### src/hdl/nvac_pkg.sv
package nvac_pkg;

   // register indices on the plain port
   localparam logic [2:0] ADDR_CONTROL  = 3'h0;
   localparam logic [2:0] ADDR_UNLOCK   = 3'h1;
   localparam logic [2:0] ADDR_ADDRESS  = 3'h2;
   localparam logic [2:0] ADDR_BYTE     = 3'h3;
   localparam logic [2:0] ADDR_FLAGTWO  = 3'h4;

   // control register field positions
   localparam int BIT_SPACE   = 7;
   localparam int BIT_CONFIG  = 6;
   localparam int BIT_UNUSED  = 5;
   localparam int BIT_ROWERA  = 4;
   localparam int BIT_ABORT   = 3;
   localparam int BIT_PERMIT  = 2;
   localparam int BIT_LAUNCH  = 1;
   localparam int BIT_FETCH   = 0;
   localparam int BIT_DONE    = 4;   // done flag in second flag register

   // unlock key values
   localparam logic [7:0] KEY_FIRST  = 8'h55;
   localparam logic [7:0] KEY_SECOND = 8'haa;

   // reset values
   localparam logic [7:0] CONTROL_RST = 8'h00;
   localparam logic [7:0] BYTE_RST    = 8'h00;
   localparam logic [7:0] ADDRESS_RST = 8'h00;

   // self-timed write length
   localparam int unsigned WRITE_TIME_NS = 4000;
   localparam int unsigned CLK_PERIOD_NS = 4;
   localparam int unsigned WRITE_CYCLES  = WRITE_TIME_NS / CLK_PERIOD_NS;

   typedef enum logic [1:0] {
      UNLOCK_IDLE,
      UNLOCK_GOT_FIRST,
      UNLOCK_ARMED
   } nvac_unlock_e;

   typedef enum logic [1:0] {
      TGT_EEPROM,
      TGT_FLASH,
      TGT_CONFIG
   } nvac_target_e;

   typedef enum logic [1:0] {
      OP_NONE,
      OP_BYTE_WRITE,
      OP_ROW_ERASE,
      OP_FLASH_WRITE
   } nvac_op_e;

   // control register contents
   typedef struct packed {
      logic spaceSelect;
      logic configSpaceSelect;
      logic rowEraseEnable;
      logic abortFlag;
      logic modifyPermit;
      logic cycleLaunch;
   } nvac_ctrl_s;

   // request to the memory arrays
   typedef struct packed {
      logic         readStrobe;
      logic         writeBusy;
      nvac_op_e     op;
      nvac_target_e target;
      logic [7:0]   address;
      logic [7:0]   data;
   } nvac_mem_s;

   // whole block state
   typedef struct packed {
      nvac_ctrl_s   ctrl;
      nvac_unlock_e unlock;
      logic [7:0]   address;
      logic [7:0]   byteData;
      logic         doneFlag;
      logic [15:0]  timer;
      nvac_op_e     op;
      logic         readPend;
      logic [7:0]   rdata;
      nvac_mem_s    mem;
   } nvac_state_s;

endpackage

### src/hdl/nvac_eeprom_access_control.sv
// Strobed register access and the register offsets are this design's own decisions.
`timescale 1ns/10ps

//////////////////////////////////////////////////////////////////////////////
module nvac_eeprom_access_control #(
   parameter int unsigned WRITE_CYCLES = nvac_pkg::WRITE_CYCLES
) (
   input  wire logic               core_clk,
   input  wire logic               rst,
   input  wire logic [2:0]         regAddr,
   input  wire logic [7:0]         regWdata,
   input  wire logic               regWrite,
   input  wire logic               regRead,
   output logic      [7:0]         regRdata,
   input  wire logic [7:0]         eepromRdata,
   input  wire logic               arrayDone,
   output nvac_pkg::nvac_mem_s     memReq,
   output logic                    nvmDone
);

   nvac_pkg::nvac_state_s st_r;
   nvac_pkg::nvac_state_s st_nxt;
   logic                  wrUnlock;
   logic                  busy;

   // pick the array from the two select bits
   function automatic nvac_pkg::nvac_target_e targetOf(input nvac_pkg::nvac_ctrl_s c);
      if (c.configSpaceSelect)
         return nvac_pkg::TGT_CONFIG;
      else if (c.spaceSelect)
         return nvac_pkg::TGT_FLASH;
      else
         return nvac_pkg::TGT_EEPROM;
   endfunction

   // control register image, bit 5 forced low
   function automatic logic [7:0] packCtrl(input nvac_pkg::nvac_ctrl_s c);
      logic [7:0] v;
      v = 8'h00;
      v[nvac_pkg::BIT_SPACE]  = c.spaceSelect;
      v[nvac_pkg::BIT_CONFIG] = c.configSpaceSelect;
      v[nvac_pkg::BIT_UNUSED] = 1'b0;
      v[nvac_pkg::BIT_ROWERA] = c.rowEraseEnable;
      v[nvac_pkg::BIT_ABORT]  = c.abortFlag;
      v[nvac_pkg::BIT_PERMIT] = c.modifyPermit;
      v[nvac_pkg::BIT_LAUNCH] = c.cycleLaunch;
      v[nvac_pkg::BIT_FETCH]  = 1'b0;  // fetch never lingers past one cycle
      return v;
   endfunction

   assign wrUnlock  = regWrite && (regAddr == nvac_pkg::ADDR_UNLOCK);
   assign busy      = st_r.ctrl.cycleLaunch;

   //////////////////////////////////////////////////////////////////////////
   // next-state logic
   always_comb begin
      st_nxt = st_r;
      st_nxt.mem.readStrobe = 1'b0;
      st_nxt.readPend = 1'b0;

      // unlock sequence tracker; any other register write breaks it
      if (wrUnlock) begin
         case (st_r.unlock)
            nvac_pkg::UNLOCK_IDLE:
               st_nxt.unlock = (regWdata == nvac_pkg::KEY_FIRST) ?
                               nvac_pkg::UNLOCK_GOT_FIRST : nvac_pkg::UNLOCK_IDLE;
            nvac_pkg::UNLOCK_GOT_FIRST:
               st_nxt.unlock = (regWdata == nvac_pkg::KEY_SECOND) ?
                               nvac_pkg::UNLOCK_ARMED : nvac_pkg::UNLOCK_IDLE;
            nvac_pkg::UNLOCK_ARMED:
               st_nxt.unlock = (regWdata == nvac_pkg::KEY_FIRST) ?
                               nvac_pkg::UNLOCK_GOT_FIRST : nvac_pkg::UNLOCK_IDLE;
            default:
               st_nxt.unlock = nvac_pkg::UNLOCK_IDLE;
         endcase
      end else if (regWrite) begin
         st_nxt.unlock = nvac_pkg::UNLOCK_IDLE;
      end

      // read data captured one cycle after the fetch request
      if (st_r.readPend) begin
         st_nxt.byteData = eepromRdata;
      end

      // software register writes, frozen while a write cycle runs
      if (regWrite && !busy) begin
         case (regAddr)
            nvac_pkg::ADDR_ADDRESS:
               st_nxt.address = regWdata;
            nvac_pkg::ADDR_BYTE:
               st_nxt.byteData = regWdata;
            nvac_pkg::ADDR_CONTROL: begin
               st_nxt.ctrl.spaceSelect       = regWdata[nvac_pkg::BIT_SPACE];
               st_nxt.ctrl.configSpaceSelect = regWdata[nvac_pkg::BIT_CONFIG];
               st_nxt.ctrl.rowEraseEnable    = regWdata[nvac_pkg::BIT_ROWERA];
               st_nxt.ctrl.modifyPermit      = regWdata[nvac_pkg::BIT_PERMIT];
               // abort flag is software writable so it can be cleared
               st_nxt.ctrl.abortFlag         = regWdata[nvac_pkg::BIT_ABORT];
               // fetch: only for eeprom, set-only, self-clearing
               if (regWdata[nvac_pkg::BIT_FETCH] && !regWdata[nvac_pkg::BIT_SPACE]
                   && !regWdata[nvac_pkg::BIT_CONFIG]) begin
                  st_nxt.mem.readStrobe = 1'b1;
                  st_nxt.readPend       = 1'b1;
               end
               // launch: set only, needs permit from an earlier write and unlock
               if (regWdata[nvac_pkg::BIT_LAUNCH]) begin
                  if (st_r.ctrl.modifyPermit && regWdata[nvac_pkg::BIT_PERMIT]
                      && st_r.unlock == nvac_pkg::UNLOCK_ARMED) begin
                     st_nxt.ctrl.cycleLaunch = 1'b1;
                     st_nxt.ctrl.abortFlag   = 1'b1;
                     st_nxt.timer            = 16'(WRITE_CYCLES);
                     if (targetOf(st_nxt.ctrl) == nvac_pkg::TGT_EEPROM)
                        st_nxt.op = nvac_pkg::OP_BYTE_WRITE;
                     else if (regWdata[nvac_pkg::BIT_ROWERA])
                        st_nxt.op = nvac_pkg::OP_ROW_ERASE;
                     else
                        st_nxt.op = nvac_pkg::OP_FLASH_WRITE;
                     st_nxt.mem.writeBusy = 1'b1;
                     st_nxt.mem.op        = st_nxt.op;
                     st_nxt.mem.target    = targetOf(st_nxt.ctrl);
                     st_nxt.mem.address   = st_r.address;
                     st_nxt.mem.data      = st_r.byteData;
                  end else begin
                     st_nxt.ctrl.abortFlag = 1'b1;  // improper attempt
                  end
                  st_nxt.unlock = nvac_pkg::UNLOCK_IDLE;
               end
            end
            default: ;
         endcase
      end

      if (st_nxt.mem.readStrobe) begin
         st_nxt.mem.target  = nvac_pkg::TGT_EEPROM;
         st_nxt.mem.address = st_nxt.address;
      end

      // self-timed cycle: count down, then finish normally
      if (busy) begin
         if (st_r.timer > 16'h0001)
            st_nxt.timer = st_r.timer - 16'h0001;
         else if (arrayDone || st_r.timer == 16'h0001) begin
            st_nxt.timer            = 16'h0000;
            st_nxt.ctrl.cycleLaunch = 1'b0;
            st_nxt.ctrl.abortFlag   = 1'b0;
            st_nxt.doneFlag         = 1'b1;
            st_nxt.mem.writeBusy    = 1'b0;
            st_nxt.mem.op           = nvac_pkg::OP_NONE;
            if (st_r.op == nvac_pkg::OP_ROW_ERASE)
               st_nxt.ctrl.rowEraseEnable = 1'b0;
            st_nxt.op = nvac_pkg::OP_NONE;
         end
      end

      // software clears the done flag; a completion the same cycle wins
      if (regWrite && regAddr == nvac_pkg::ADDR_FLAGTWO && !regWdata[nvac_pkg::BIT_DONE]
          && !(busy && st_r.timer == 16'h0001)) begin
         st_nxt.doneFlag = 1'b0;
      end
      if (regWrite && regAddr == nvac_pkg::ADDR_FLAGTWO && regWdata[nvac_pkg::BIT_DONE])
         st_nxt.doneFlag = 1'b1;

      // read mux, answered the next cycle
      st_nxt.rdata = 8'h00;
      if (regRead) begin
         case (regAddr)
            nvac_pkg::ADDR_CONTROL: st_nxt.rdata = packCtrl(st_r.ctrl);
            nvac_pkg::ADDR_UNLOCK:  st_nxt.rdata = 8'h00;
            nvac_pkg::ADDR_ADDRESS: st_nxt.rdata = st_r.address;
            nvac_pkg::ADDR_BYTE:    st_nxt.rdata = st_r.byteData;
            nvac_pkg::ADDR_FLAGTWO: st_nxt.rdata = {3'h0, st_r.doneFlag, 4'h0};
            default:                st_nxt.rdata = 8'h00;
         endcase
      end
   end

   //////////////////////////////////////////////////////////////////////////
   // state register; a reset mid-write leaves the abort flag set
   // the abort flag and selects are not cleared by rst so that software can trace
   // the failure; a true power-up must clear them through the power-on reset
   always_ff @(posedge core_clk or posedge rst) begin
      if (rst) begin
         st_r.ctrl.cycleLaunch    <= 1'b0;
         st_r.ctrl.modifyPermit   <= 1'b0;
         st_r.ctrl.rowEraseEnable <= 1'b0;
         st_r.unlock              <= nvac_pkg::UNLOCK_IDLE;
         st_r.address             <= nvac_pkg::ADDRESS_RST;
         st_r.byteData            <= nvac_pkg::BYTE_RST;
         st_r.doneFlag            <= 1'b0;
         st_r.timer               <= 16'h0000;
         st_r.op                  <= nvac_pkg::OP_NONE;
         st_r.readPend            <= 1'b0;
         st_r.rdata               <= 8'h00;
         st_r.mem                 <= '0;
         st_r.ctrl.abortFlag      <= 1'b1;
         // selects take no reset value so a failed target stays traceable
      end else begin
         st_r.ctrl.cycleLaunch    <= st_nxt.ctrl.cycleLaunch;
         st_r.ctrl.modifyPermit   <= st_nxt.ctrl.modifyPermit;
         st_r.ctrl.rowEraseEnable <= st_nxt.ctrl.rowEraseEnable;
         st_r.unlock              <= st_nxt.unlock;
         st_r.address             <= st_nxt.address;
         st_r.byteData            <= st_nxt.byteData;
         st_r.doneFlag            <= st_nxt.doneFlag;
         st_r.timer               <= st_nxt.timer;
         st_r.op                  <= st_nxt.op;
         st_r.readPend            <= st_nxt.readPend;
         st_r.rdata               <= st_nxt.rdata;
         st_r.mem                 <= st_nxt.mem;
         st_r.ctrl.abortFlag         <= st_nxt.ctrl.abortFlag;
         st_r.ctrl.spaceSelect       <= st_nxt.ctrl.spaceSelect;
         st_r.ctrl.configSpaceSelect <= st_nxt.ctrl.configSpaceSelect;
      end
   end

   //////////////////////////////////////////////////////////////////////////
   // outputs straight from flops
   assign regRdata = st_r.rdata;
   assign memReq   = st_r.mem;
   assign nvmDone  = st_r.doneFlag;

endmodule // nvac_eeprom_access_control

### config.mk
export PLATFORM = sky130hd
export DESIGN_NAME = nvac_eeprom_access_control
export DESIGN_NICKNAME = d
export VERILOG_FILES = /design/src/hdl/nvac_pkg.sv /design/src/hdl/nvac_eeprom_access_control.sv
export SDC_FILE = /design/constraint.sdc
export NUM_CORES = 1
export LEC_CHECK = 0
export BUFFER_PORTS_ARGS = -buffer_cell sky130_fd_sc_hd__buf_2
export CORE_MARGIN = 2
export CORE_UTILIZATION = 39
export CTS_BUF_LIST = sky130_fd_sc_hd__clkbuf_8
export DETAILED_ROUTE_END_ITERATION = 8
export GPL_ROUTABILITY_DRIVEN = 1
export SLEW_MARGIN = 20
export SYNTH_ARGS = -nofsm -noshare
export SYNTH_HDL_FRONTEND = slang
export SYNTH_SLANG_ARGS = --single-unit
### constraint.sdc
create_clock -name core_clk -period 2.3 [get_ports core_clk]
set_input_delay 0.23 -clock core_clk [delete_from_list [all_inputs] [get_ports core_clk]]
set_output_delay 0.23 -clock core_clk [all_outputs]
set_load 0.01 [all_outputs]
==> results.py, run 1 <==
metrics = {
    "critical_path": {
        "ff2ff_path_depth": 7,
        "crit_type": "flip-flop to flip-flop",
        "reg2reg_from": "st_r[44]$_DFF_PP0_",
        "cp.required_ns": 2.52,
        "slowest_delay_ns": 0.54,
        "r2r_slack_ns": 0.03,
        "cp-startpoint": "st_r[44]$_DFF_PP0_",
        "path_max_fanout": 4,
        "start_kind": "flip-flop",
        "end_kind": "flip-flop",
        "endpoint": "st_r[43]$_DFF_PP0_",
        "critPathArrivalTime_ns": 2.48,
        "cp_cell_sequence": "or4_4, or4_4, o31ai_4, buf_4, buf_4, o22ai_1, o2bb2ai_1",
        "cp_slowest_cell": "or4_4",
        "timing.rr.end": "st_r[43]$_DFF_PP0_",
    },
    "timing": {
        "post-route-period-util_pct": 98.56,
        "maxSlewHeadroom_pct": 65.24,
        "finalSetupViolations": 0,
        "hold_slack_ns": 0.1180,
        "finalHoldViolCount": 0,
        "rsz0062_at_grt": "true",
        "finalSetupTns_ns": 0,
        "setup_ws_ns": 0.03308,
        "period_minus_slack_ns": 2.267,
        "drv_slew": 0,
        "worst_pin_slew_ns": 0.5206,
        "max_freq_ghz": 0.4411,
        "fin_skew_ns": 0.01382,
    },
    "clock_network": {
        "cts_root_buffer": "clkbuf_8",
        "cts_tree": "yes",
        "clk_latency_ns": 0.35,
        "clk_pin_slew_ns": 0.08,
        "htreeDepth": 3,
        "clock_sinks": 73,
        "cts_buffers": 9,
        "cts_buffer_depth": 2,
    },
    "routing": {
        "drc": 0,
        "vias_per_cell": 5.232,
        "via_count": 2888,
        "avgRoutedWirePerCell_um": 16.68,
        "ant_nets": 0,
        "first_pass_iters": 4,
        "drtIter0Drc": 193,
        "drt-total-wl_um": 9206,
    },
    "yosys": {
        "async_flop_share_pct": 97.26,
        "ys_types": 57,
        "yosys-top-cells-count": "70 x dfrtp_1, 40 x nor2_1, 31 x nand2_1",
        "synth.avg_cell_area_sq_um": 10.19,
        "ys.flop_type": "dfrtp_1",
        "synth_top_area_share_pct": 47.35,
        "yosysSeqAreaShare_pct": 49.68,
        "synth_most_common_cell": "dfrtp_1",
        "synth_nets": 389,
        "synth_edf_count": 2,
        "synth_top_area_cell": "dfrtp_1",
        "netlist_top_cells_area": "dfrtp_1 47%, buf_4 6.1%, mux2_2 5.2%, nor2_1 4.1%, mux2i_1 3.2%",
        "syn_area_sq_mm": 0.003700,
        "yosysWarnings": 0,
        "ys_seq_elements": 73,
        "synth_cells": 363,
    },
    "die": {
        "fp.dieH_um": 101.4,
        "start_util_pct": 40.04,
        "num_rows": 35,
        "dieArea_sq_mm": 0.01028,
        "core_area_sq_mm": 0.009240,
        "fp.dieW_um": 101.4,
        "ios": 55,
    },
    "min_path": {
        "holdPathStages": 2,
        "hold_path.class": "input pin to flip-flop",
    },
    "final_layout": {
        "diodes": 0,
        "drive_gt1_share_pct": 31.91,
        "syn_to_final_growth_pct": 18.97,
        "postLayoutCellArea_sq_mm": 0.004402,
        "fin_nets": 444,
    },
    "global_route": {
        "antenna_found_initial": 1,
        "grt_overflow": 0,
        "grt_pass1_vias": 2872,
        "grt_max_degree": 49,
        "grt_pass1_wl_um": 14550,
        "grt_use_total_pct": 18.56,
    },
    "place": {
        "place_area_sq_mm": 0.004073,
        "io_buffers": 54,
        "dpl_worst_slack_ns": -0.08223,
        "place_congestion": 0.9163,
        "place_hpwl_um": 6581,
    },
    "run": {
        "drv_cap": 0,
    },
    "pwr": {
        "p_leak_nw": 2.198,
        "powerDensity_mw_per_mm2": 602.7,
        "vdd_drop_max_mv": 0.3268,
        "total_power_w": 0.002653,
    },
    "status": {
        "status": "complete, no violations",
    },
}
-- routing by layer --
metal	track usage, %	vias to the layer above	share of wire, %
met5	0	-	0
met4	7.588	0	1.9
met3	3.313	13	4.3
met2	28.27	72	45
met1	26.29	1418	49
li1	-	1385	-
-- cells in the final DEF (no fill, tap or decap), drive strengths merged, types with 2 or more instances in the layout --
cell / instances
buf: 84
dfrtp: 70
nor2: 40
nand2: 31
mux2: 17
nor3: 13
mux2i: 12
a21oi: 12
and3: 11
nand3: 10
and2: 10
a211o: 10
o21ai: 9
clkbuf: 9
inv: 9
a22oi: 6
nand4: 5
nand2b: 5
o31ai: 5
a31oi: 4
or4: 4
o22ai: 4
bufinv: 3
nor4: 3
or3: 3
nor3b: 2
or2: 2
xnor2: 2
o2bb2ai: 2
nand3b: 2
ha: 2
edfxtp: 2
clkinv: 2
a311oi: 2
-- sequential cells by signal, indices dropped and copies added, names as in the netlist --
name / cells
memReq: 22
busy: 1
st_r: 41
nvmDone: 1
regRdata: 8
-- what timing repair did --
| action | CTS | global route |
|---|---|---|
| hold endpoints to repair | 23 | 0 |
| gates resized for setup | 4 | 4 |
| hold buffers | 1 | 0 |
| pin swaps | 5 | 2 |
| buffers inserted | 3 | 1 |
| setup endpoints to repair | 7 | 17 |
-- metrics by stage --
stage                     utilization, %  cells
after floorplan                        -    363
after global placement             44.08    531
after detailed placement           44.08    531
after CTS                          47.31    551
after global routing               47.64    552
final                              47.64    552
-- power breakdown --
group	internal [W]	switching [W]
registers	0.00130	0.0000109
logic	0.0000449	0.0000830
clock network	0.000722	0.000491
-- cells by family (layout without fill, tap and decap cells) --
group	count (synthesis)	count (layout)	share of synthesized area, %
AND/OR/NAND/NOR	146	146	20.16
flip-flops	73	73	49.68
AO/OA/AOI/OAI	61	61	11.87
buffers and inverters	49	109	8.489
multiplexers	29	29	8.421
XOR/XNOR	3	3	0.7103
adder cells (fa/ha/maj)	2	2	0.6763
-- worst min-delay path by stage --
stage	endpoint	slack (ns)	startpoint
after detailed placement	regRdata[2]$_DFF_PP0_	0.32	rst
after CTS	regRdata[4]$_DFF_PP0_	0.11	regRead
after global placement	regRdata[2]$_DFF_PP0_	0.31	rst
after global routing	regRdata[4]$_DFF_PP0_	0.12	regRead
after floorplan	st_r[67]$_DFF_PP0_	0.32	regWrite
final	regRdata[4]$_DFF_PP0_	0.12	regRead
-- final cells by class --
cell class	count	area [sq um]
Clock buffer	9	123.9
Clock inverter	7	118.9
Fill cell	878	4838
Inverter	8	30.03
Multi-Input combinational cell	241	1599
Sequential cell	73	1838
Tap cell	129	161.4
Timing Repair Buffer	85	530.5
-- worst max-delay path, delay by kind of cell (launching register included) --
family          cells  cell delay (ns)
buf+inv             2             0.27
compound gates      3             0.50
flops               1             0.38
simple gates        2             1.00
Note: power is estimated with default switching activity, not from simulation.
==> inputs of run 2 (changes only) <==
--- a/config.mk
+++ b/config.mk
@@ -11,6 +11,7 @@
 export CTS_BUF_LIST = sky130_fd_sc_hd__clkbuf_8
 export DETAILED_ROUTE_END_ITERATION = 8
 export GPL_ROUTABILITY_DRIVEN = 1
+export REMOVE_ABC_BUFFERS = 1
 export SLEW_MARGIN = 20
 export SYNTH_ARGS = -nofsm -noshare
 export SYNTH_HDL_FRONTEND = slang
==> results.py, run 2 (synthesized netlist as in run 1, its figures left out) <==
metrics = {
    "critical_path": {
        "crit_type": "flip-flop to flip-flop",
        "path_max_fanout": 5,
        "cp_slowest_cell": "or4_4",
        "cp_cell_sequence": "or4_4, or4_4, o31ai_4, buf_6, nor2_2, mux2_4",
        "end_kind": "flip-flop",
        "critPathArrivalTime_ns": 2.54,
        "start_kind": "flip-flop",
        "ff2ff_path_depth": 6,
        "cp_common_cell": "or4_4",
        "cp.required_ns": 2.54,
        "slowest_delay_ns": 0.53,
    },
    "clock_network": {
        "cts_buffer_depth": 2,
        "cts_tree": "yes",
        "clk_latency_ns": 0.36,
        "cts_root_buffer": "clkbuf_8",
        "clk_pin_slew_ns": 0.08,
        "clock_sinks": 73,
        "htreeDepth": 3,
        "cts_buffers": 9,
    },
    "place": {
        "io_buffers": 54,
        "place_hpwl_um": 6691,
        "place_congestion": 0.8965,
        "dp_cells": 537,
    },
    "die": {
        "fp.dieW_um": 101.4,
        "dieArea_sq_mm": 0.01028,
        "fp.dieH_um": 101.4,
        "ios": 55,
        "start_util_pct": 40.04,
        "core_area_sq_mm": 0.009240,
        "num_rows": 35,
    },
    "timing": {
        "finalHoldViolCount": 0,
        "finalSetupViolations": 0,
        "maxSlewHeadroom_pct": 58.93,
        "worst_pin_slew_ns": 0.6143,
        "finalSetupTns_ns": 0,
        "post-route-period-util_pct": 99.86,
        "drv_slew": 0,
        "rsz0062_at_grt": "true",
        "period_minus_slack_ns": 2.297,
        "fin_skew_ns": 0.01282,
        "max_freq_ghz": 0.4354,
    },
    "routing": {
        "first_pass_iters": 4,
        "top_layer": "met4",
        "met1_length_um": 4585,
        "ant_nets": 0,
        "drtIter0Drc": 129,
        "avgRoutedWirePerCell_um": 16.58,
        "route.met2.wl_um": 4055,
        "via_count": 2918,
        "drt-total-wl_um": 9254,
        "routed-wl-met3_um": 406,
        "drc": 0,
        "vias_per_cell": 5.229,
    },
    "global_route": {
        "grt_overflow": 0,
        "grt_use_total_pct": 19.78,
        "grt_pass1_wl_um": 15480,
        "grt_pass1_vias": 3007,
        "antenna_found_initial": 0,
        "grt_max_degree": 23,
    },
    "pwr": {
        "total_power_w": 0.002365,
        "powerDensity_mw_per_mm2": 544.2,
        "p_leak_nw": 2.163,
        "vdd_drop_max_mv": 0.2941,
    },
    "final_layout": {
        "layoutNonFillerInstCount": 558,
        "syn_to_final_growth_pct": 17.45,
        "fillers": 883,
        "mostFrequentLayoutCells": "70 x dfrtp_1, 54 x buf_2, 38 x nor2_1",
        "mostFrequentLayoutCell": "dfrtp_1",
        "drive_gt1_share_pct": 32.63,
        "largest_reg_flops": 41,
        "regMostFlops": "st_r",
        "diodes": 0,
        "fin_nets": 450,
    },
    "status": {
        "status": "complete, no violations",
    },
    "min_path": {
        "hold_path.class": "input pin to flip-flop",
        "holdPathStages": 2,
    },
    "run": {
        "drv_cap": 0,
    },
}
run 2: area by class of cell:
class / instances / area, sq um / share of cell area, %
clock buffers: 10 / 137.6 / 3.167
repair buffers: 91 / 554.3 / 12.76
flip-flops and latches: 73 / 1838 / 42.30
multi-input cells: 241 / 1579 / 36.34
well taps: 129 / 161.4 / 3.714
inverters: 8 / 30.03 / 0.6910
clock inverters: 6 / 45.04 / 1.037
run 2: what timing repair did:
| action | in CTS | in global routing |
|---|---|---|
| pin swaps | 9 | 4 |
| hold buffers | 1 | 0 |
| setup buffers | 4 | 1 |
| setup endpoints to repair | 13 | 22 |
| resized for setup | 4 | 6 |
| hold endpoints to repair | 18 | 0 |
| cloned | 0 | 0 |
run 2: metal layers:
metal / vias to the layer above / GRT usage, %
met5: - / 0
met4: 0 / 8.316
met3: 16 / 4.210
met2: 69 / 29.50
met1: 1439 / 28.05
li1: 1394 / -
run 2: through the flow:
stage	hold WS (ns)	worst slack, ns	cell area [sq um]	util (%)
after floorplan	0.3227	-0.2803	3416	-
after global placement	0.2926	-0.08192	4088	44.24
after detailed placement	0.2986	-0.1098	4088	44.24
after CTS	0.1174	-0.07634	4320	46.76
after global routing	0.1265	-0.08191	4345	47.03
final	0.1377	0.003313	4345	47.03
run 2: path summary, 6_finish.rpt:
check / startpoint / to / slack, ns
setup / recovery: st_r[43]$_DFF_PP0_ / st_r[37]$_DFF_PP0_ / 0.003
hold / removal: regRead / regRdata[4]$_DFF_PP0_ / 0.14
setup reg to reg: st_r[43]$_DFF_PP0_ / st_r[37]$_DFF_PP0_ / 0.003
hold reg to reg: st_r[32]$_DFF_PP0_ / st_r[71]$_DFF_PP0_ / 0.46
max in group asynchronous: rst / st_r[70]$_DFF_PP1_ / 1.16
min in group asynchronous: rst / memReq[2]$_DFFE_PP0P_ / 0.46
run 2: worst max-delay path, delay by kind of cell, from the launching register on:
| family | cells | cell delay, ns |
|---|---|---|
| buffers and inverters | 1 | 0.17 |
| muxes | 1 | 0.26 |
| DFF | 1 | 0.38 |
| and+or+nand+nor | 3 | 1.03 |
| AOI/OAI and AO/OA | 1 | 0.34 |
run 2: power breakdown:
| group | internal, W | total, W | switching [W] | leakage (nW) |
|---|---|---|---|---|
| Sequential | 0.00130 | 0.00131 | 0.0000115 | 0.934 |
| Clock | 0.000422 | 0.000926 | 0.000504 | 0.0899 |
| Combinational | 0.0000458 | 0.000126 | 0.0000805 | 1.14 |
==> inputs of run 3 (changes only) <==
==> constraint.sdc (replaced) <==
create_clock -name core_clk -period 2.35 [get_ports core_clk]
set_input_delay 0.235 -clock core_clk [delete_from_list [all_inputs] [get_ports core_clk]]
set_output_delay 0.235 -clock core_clk [all_outputs]
set_load 0.01 [all_outputs]
==> results.py, run 3 (synthesized netlist as in run 1, its figures left out) <==
metrics = {
    "timing": {
        "maxSlewHeadroom_pct": 59.95,
        "post-route-period-util_pct": 100.4,
        "setup_ws_ns": -0.01009,
        "max_freq_ghz": 0.4237,
        "worst_pin_slew_ns": 0.5991,
        "drv_slew": 0,
        "finalSetupViolations": 1,
        "rsz0062_at_grt": "true",
        "period_minus_slack_ns": 2.360,
        "finalHoldViolCount": 0,
        "fin_skew_ns": 0.01149,
    },
    "global_route": {
        "grt_overflow": 0,
        "grt_use_total_pct": 18.79,
        "grt_pass1_vias": 2838,
        "grt_pass1_wl_um": 14770,
        "grt_max_degree": 46,
        "antenna_found_initial": 0,
    },
    "final_layout": {
        "mostFrequentLayoutCell": "dfrtp_1",
        "final_util_pct": 46.80,
        "drive_gt1_share_pct": 31.60,
        "largest_reg_flops": 41,
        "fin_nets": 445,
        "postLayoutCellArea_sq_mm": 0.004324,
        "regMostFlops": "st_r",
        "diodes": 0,
        "fillers": 899,
        "mostFrequentLayoutCells": "70 x dfrtp_1, 54 x buf_2, 40 x nor2_1",
        "multi_input_area_sq_mm": 0.001572,
        "syn_to_final_growth_pct": 16.88,
        "register_area_sq_mm": 0.001838,
        "layoutNonFillerInstCount": 553,
    },
    "critical_path": {
        "cp_slowest_cell": "or4_4",
        "slowest_delay_ns": 0.54,
        "r2r_slack_ns": -0.01,
        "worst-path-stages": 6,
        "ff2ff_path_depth": 6,
        "end_kind": "flip-flop",
        "start_kind": "flip-flop",
        "cp_top_family": "simple AND/OR/NAND/NOR gates",
        "reg2reg_from": "st_r[43]$_DFF_PP0_",
        "endpoint": "st_r[45]$_DFF_PP0_",
        "crit_buf_inv": 1,
        "crit_type": "flip-flop to flip-flop",
        "critPathArrivalTime_ns": 2.61,
        "cp-startpoint": "st_r[43]$_DFF_PP0_",
        "cp_cell_sequence": "or4_4, or4_4, o31ai_4, buf_4, nor3_1, a211o_2",
        "cp.required_ns": 2.60,
        "path_max_fanout": 4,
        "timing.rr.end": "st_r[45]$_DFF_PP0_",
        "cp_common_cell": "or4_4",
    },
    "die": {
        "start_util_pct": 40.04,
        "fp.dieW_um": 101.4,
        "fp.dieH_um": 101.4,
        "ios": 55,
        "dieArea_sq_mm": 0.01028,
        "core_area_sq_mm": 0.009240,
        "num_rows": 35,
    },
    "place": {
        "dp_cells": 534,
        "place_hpwl_um": 6449,
        "place_area_sq_mm": 0.004078,
        "io_buffers": 54,
        "place_congestion": 0.8643,
    },
    "routing": {
        "ant_nets": 0,
        "avgRoutedWirePerCell_um": 16.04,
        "vias_per_cell": 5.150,
        "drc": 0,
        "first_pass_iters": 4,
        "via_count": 2848,
        "drt-total-wl_um": 8870,
        "drtIter0Drc": 239,
    },
    "clock_network": {
        "cts_root_buffer": "clkbuf_8",
        "clk_latency_ns": 0.36,
        "cts_tree": "yes",
        "htreeDepth": 3,
        "cts_buffer_depth": 2,
        "clk_pin_slew_ns": 0.08,
        "cts_buffers": 9,
        "clock_sinks": 73,
    },
    "status": {
        "status": "complete, but fails checks",
        "violations": "setup timing",
    },
    "pwr": {
        "p_leak_nw": 2.153,
        "powerDensity_mw_per_mm2": 551.0,
        "total_power_w": 0.002383,
        "vdd_drop_max_mv": 0.2452,
    },
    "min_path": {
        "holdPathStages": 2,
        "hold_path.class": "input pin to flip-flop",
    },
    "run": {
        "drv_cap": 0,
    },
}
run 3: what timing repair did:
| action | in CTS | in global routing |
|---|---|---|
| hold buffers | 1 | 0 |
| setup endpoints to repair | 5 | 16 |
| setup buffers | 1 | 1 |
| resized for setup | 3 | 4 |
| pin swaps | 6 | 2 |
| hold endpoints to repair | 70 | 0 |
run 3: worst min path at each step:
stage	slack [ns]	end	start
after global placement	0.33	st_r[51]$_DFF_PP0_	rst
after global routing	0.13	regRdata[4]$_DFF_PP0_	regRead
after floorplan	0.33	st_r[67]$_DFF_PP0_	regWrite
final	0.14	regRdata[4]$_DFF_PP0_	regRead
after CTS	0.13	regRdata[4]$_DFF_PP0_	regRead
after detailed placement	0.33	st_r[51]$_DFF_PP0_	rst
run 3: power by group:
part	switching (W)	internal, W
Sequential	0.0000109	0.00127
Combinational	0.0000781	0.0000451
Clock	0.000561	0.000415
Total	0.000650	0.00173
run 3: layer usage:
layer | vias to the layer above | GRT usage [%] | routed length (um)
li1 | 1386 | - | -
met3 | 13 | 4.003 | 462
met5 | - | 0 | 0
met1 | 1384 | 27.73 | 4412
met4 | 0 | 6.965 | 136
met2 | 65 | 27.25 | 3858
run 3: final cells by class:
| class | count | area share [%] |
|---|---|---|
| flip-flops and latches | 73 | 42.51 |
| multi-input cells | 241 | 36.34 |
| repair buffers | 86 | 12.33 |
| well taps | 129 | 3.733 |
| clock buffers | 9 | 2.865 |
| clock inverters | 7 | 1.534 |
| inverters | 8 | 0.6944 |
run 3: per-stage QoR:
| stage | setup slack [ns] | hold WS, ns | setup TNS, ns |
|---|---|---|---|
| 2_1_floorplan | -0.2303 | 0.3277 | -1.303 |
| 3_3_place_gp | -0.02322 | 0.3290 | -0.02466 |
| 3_5_place_dp | -0.06990 | 0.3267 | -0.1438 |
| 4_1_cts | -0.03425 | 0.1269 | -0.06155 |
| 5_1_grt | -0.06767 | 0.1322 | -0.3925 |
| 6_report | -0.01009 | 0.1370 | -0.01009 |
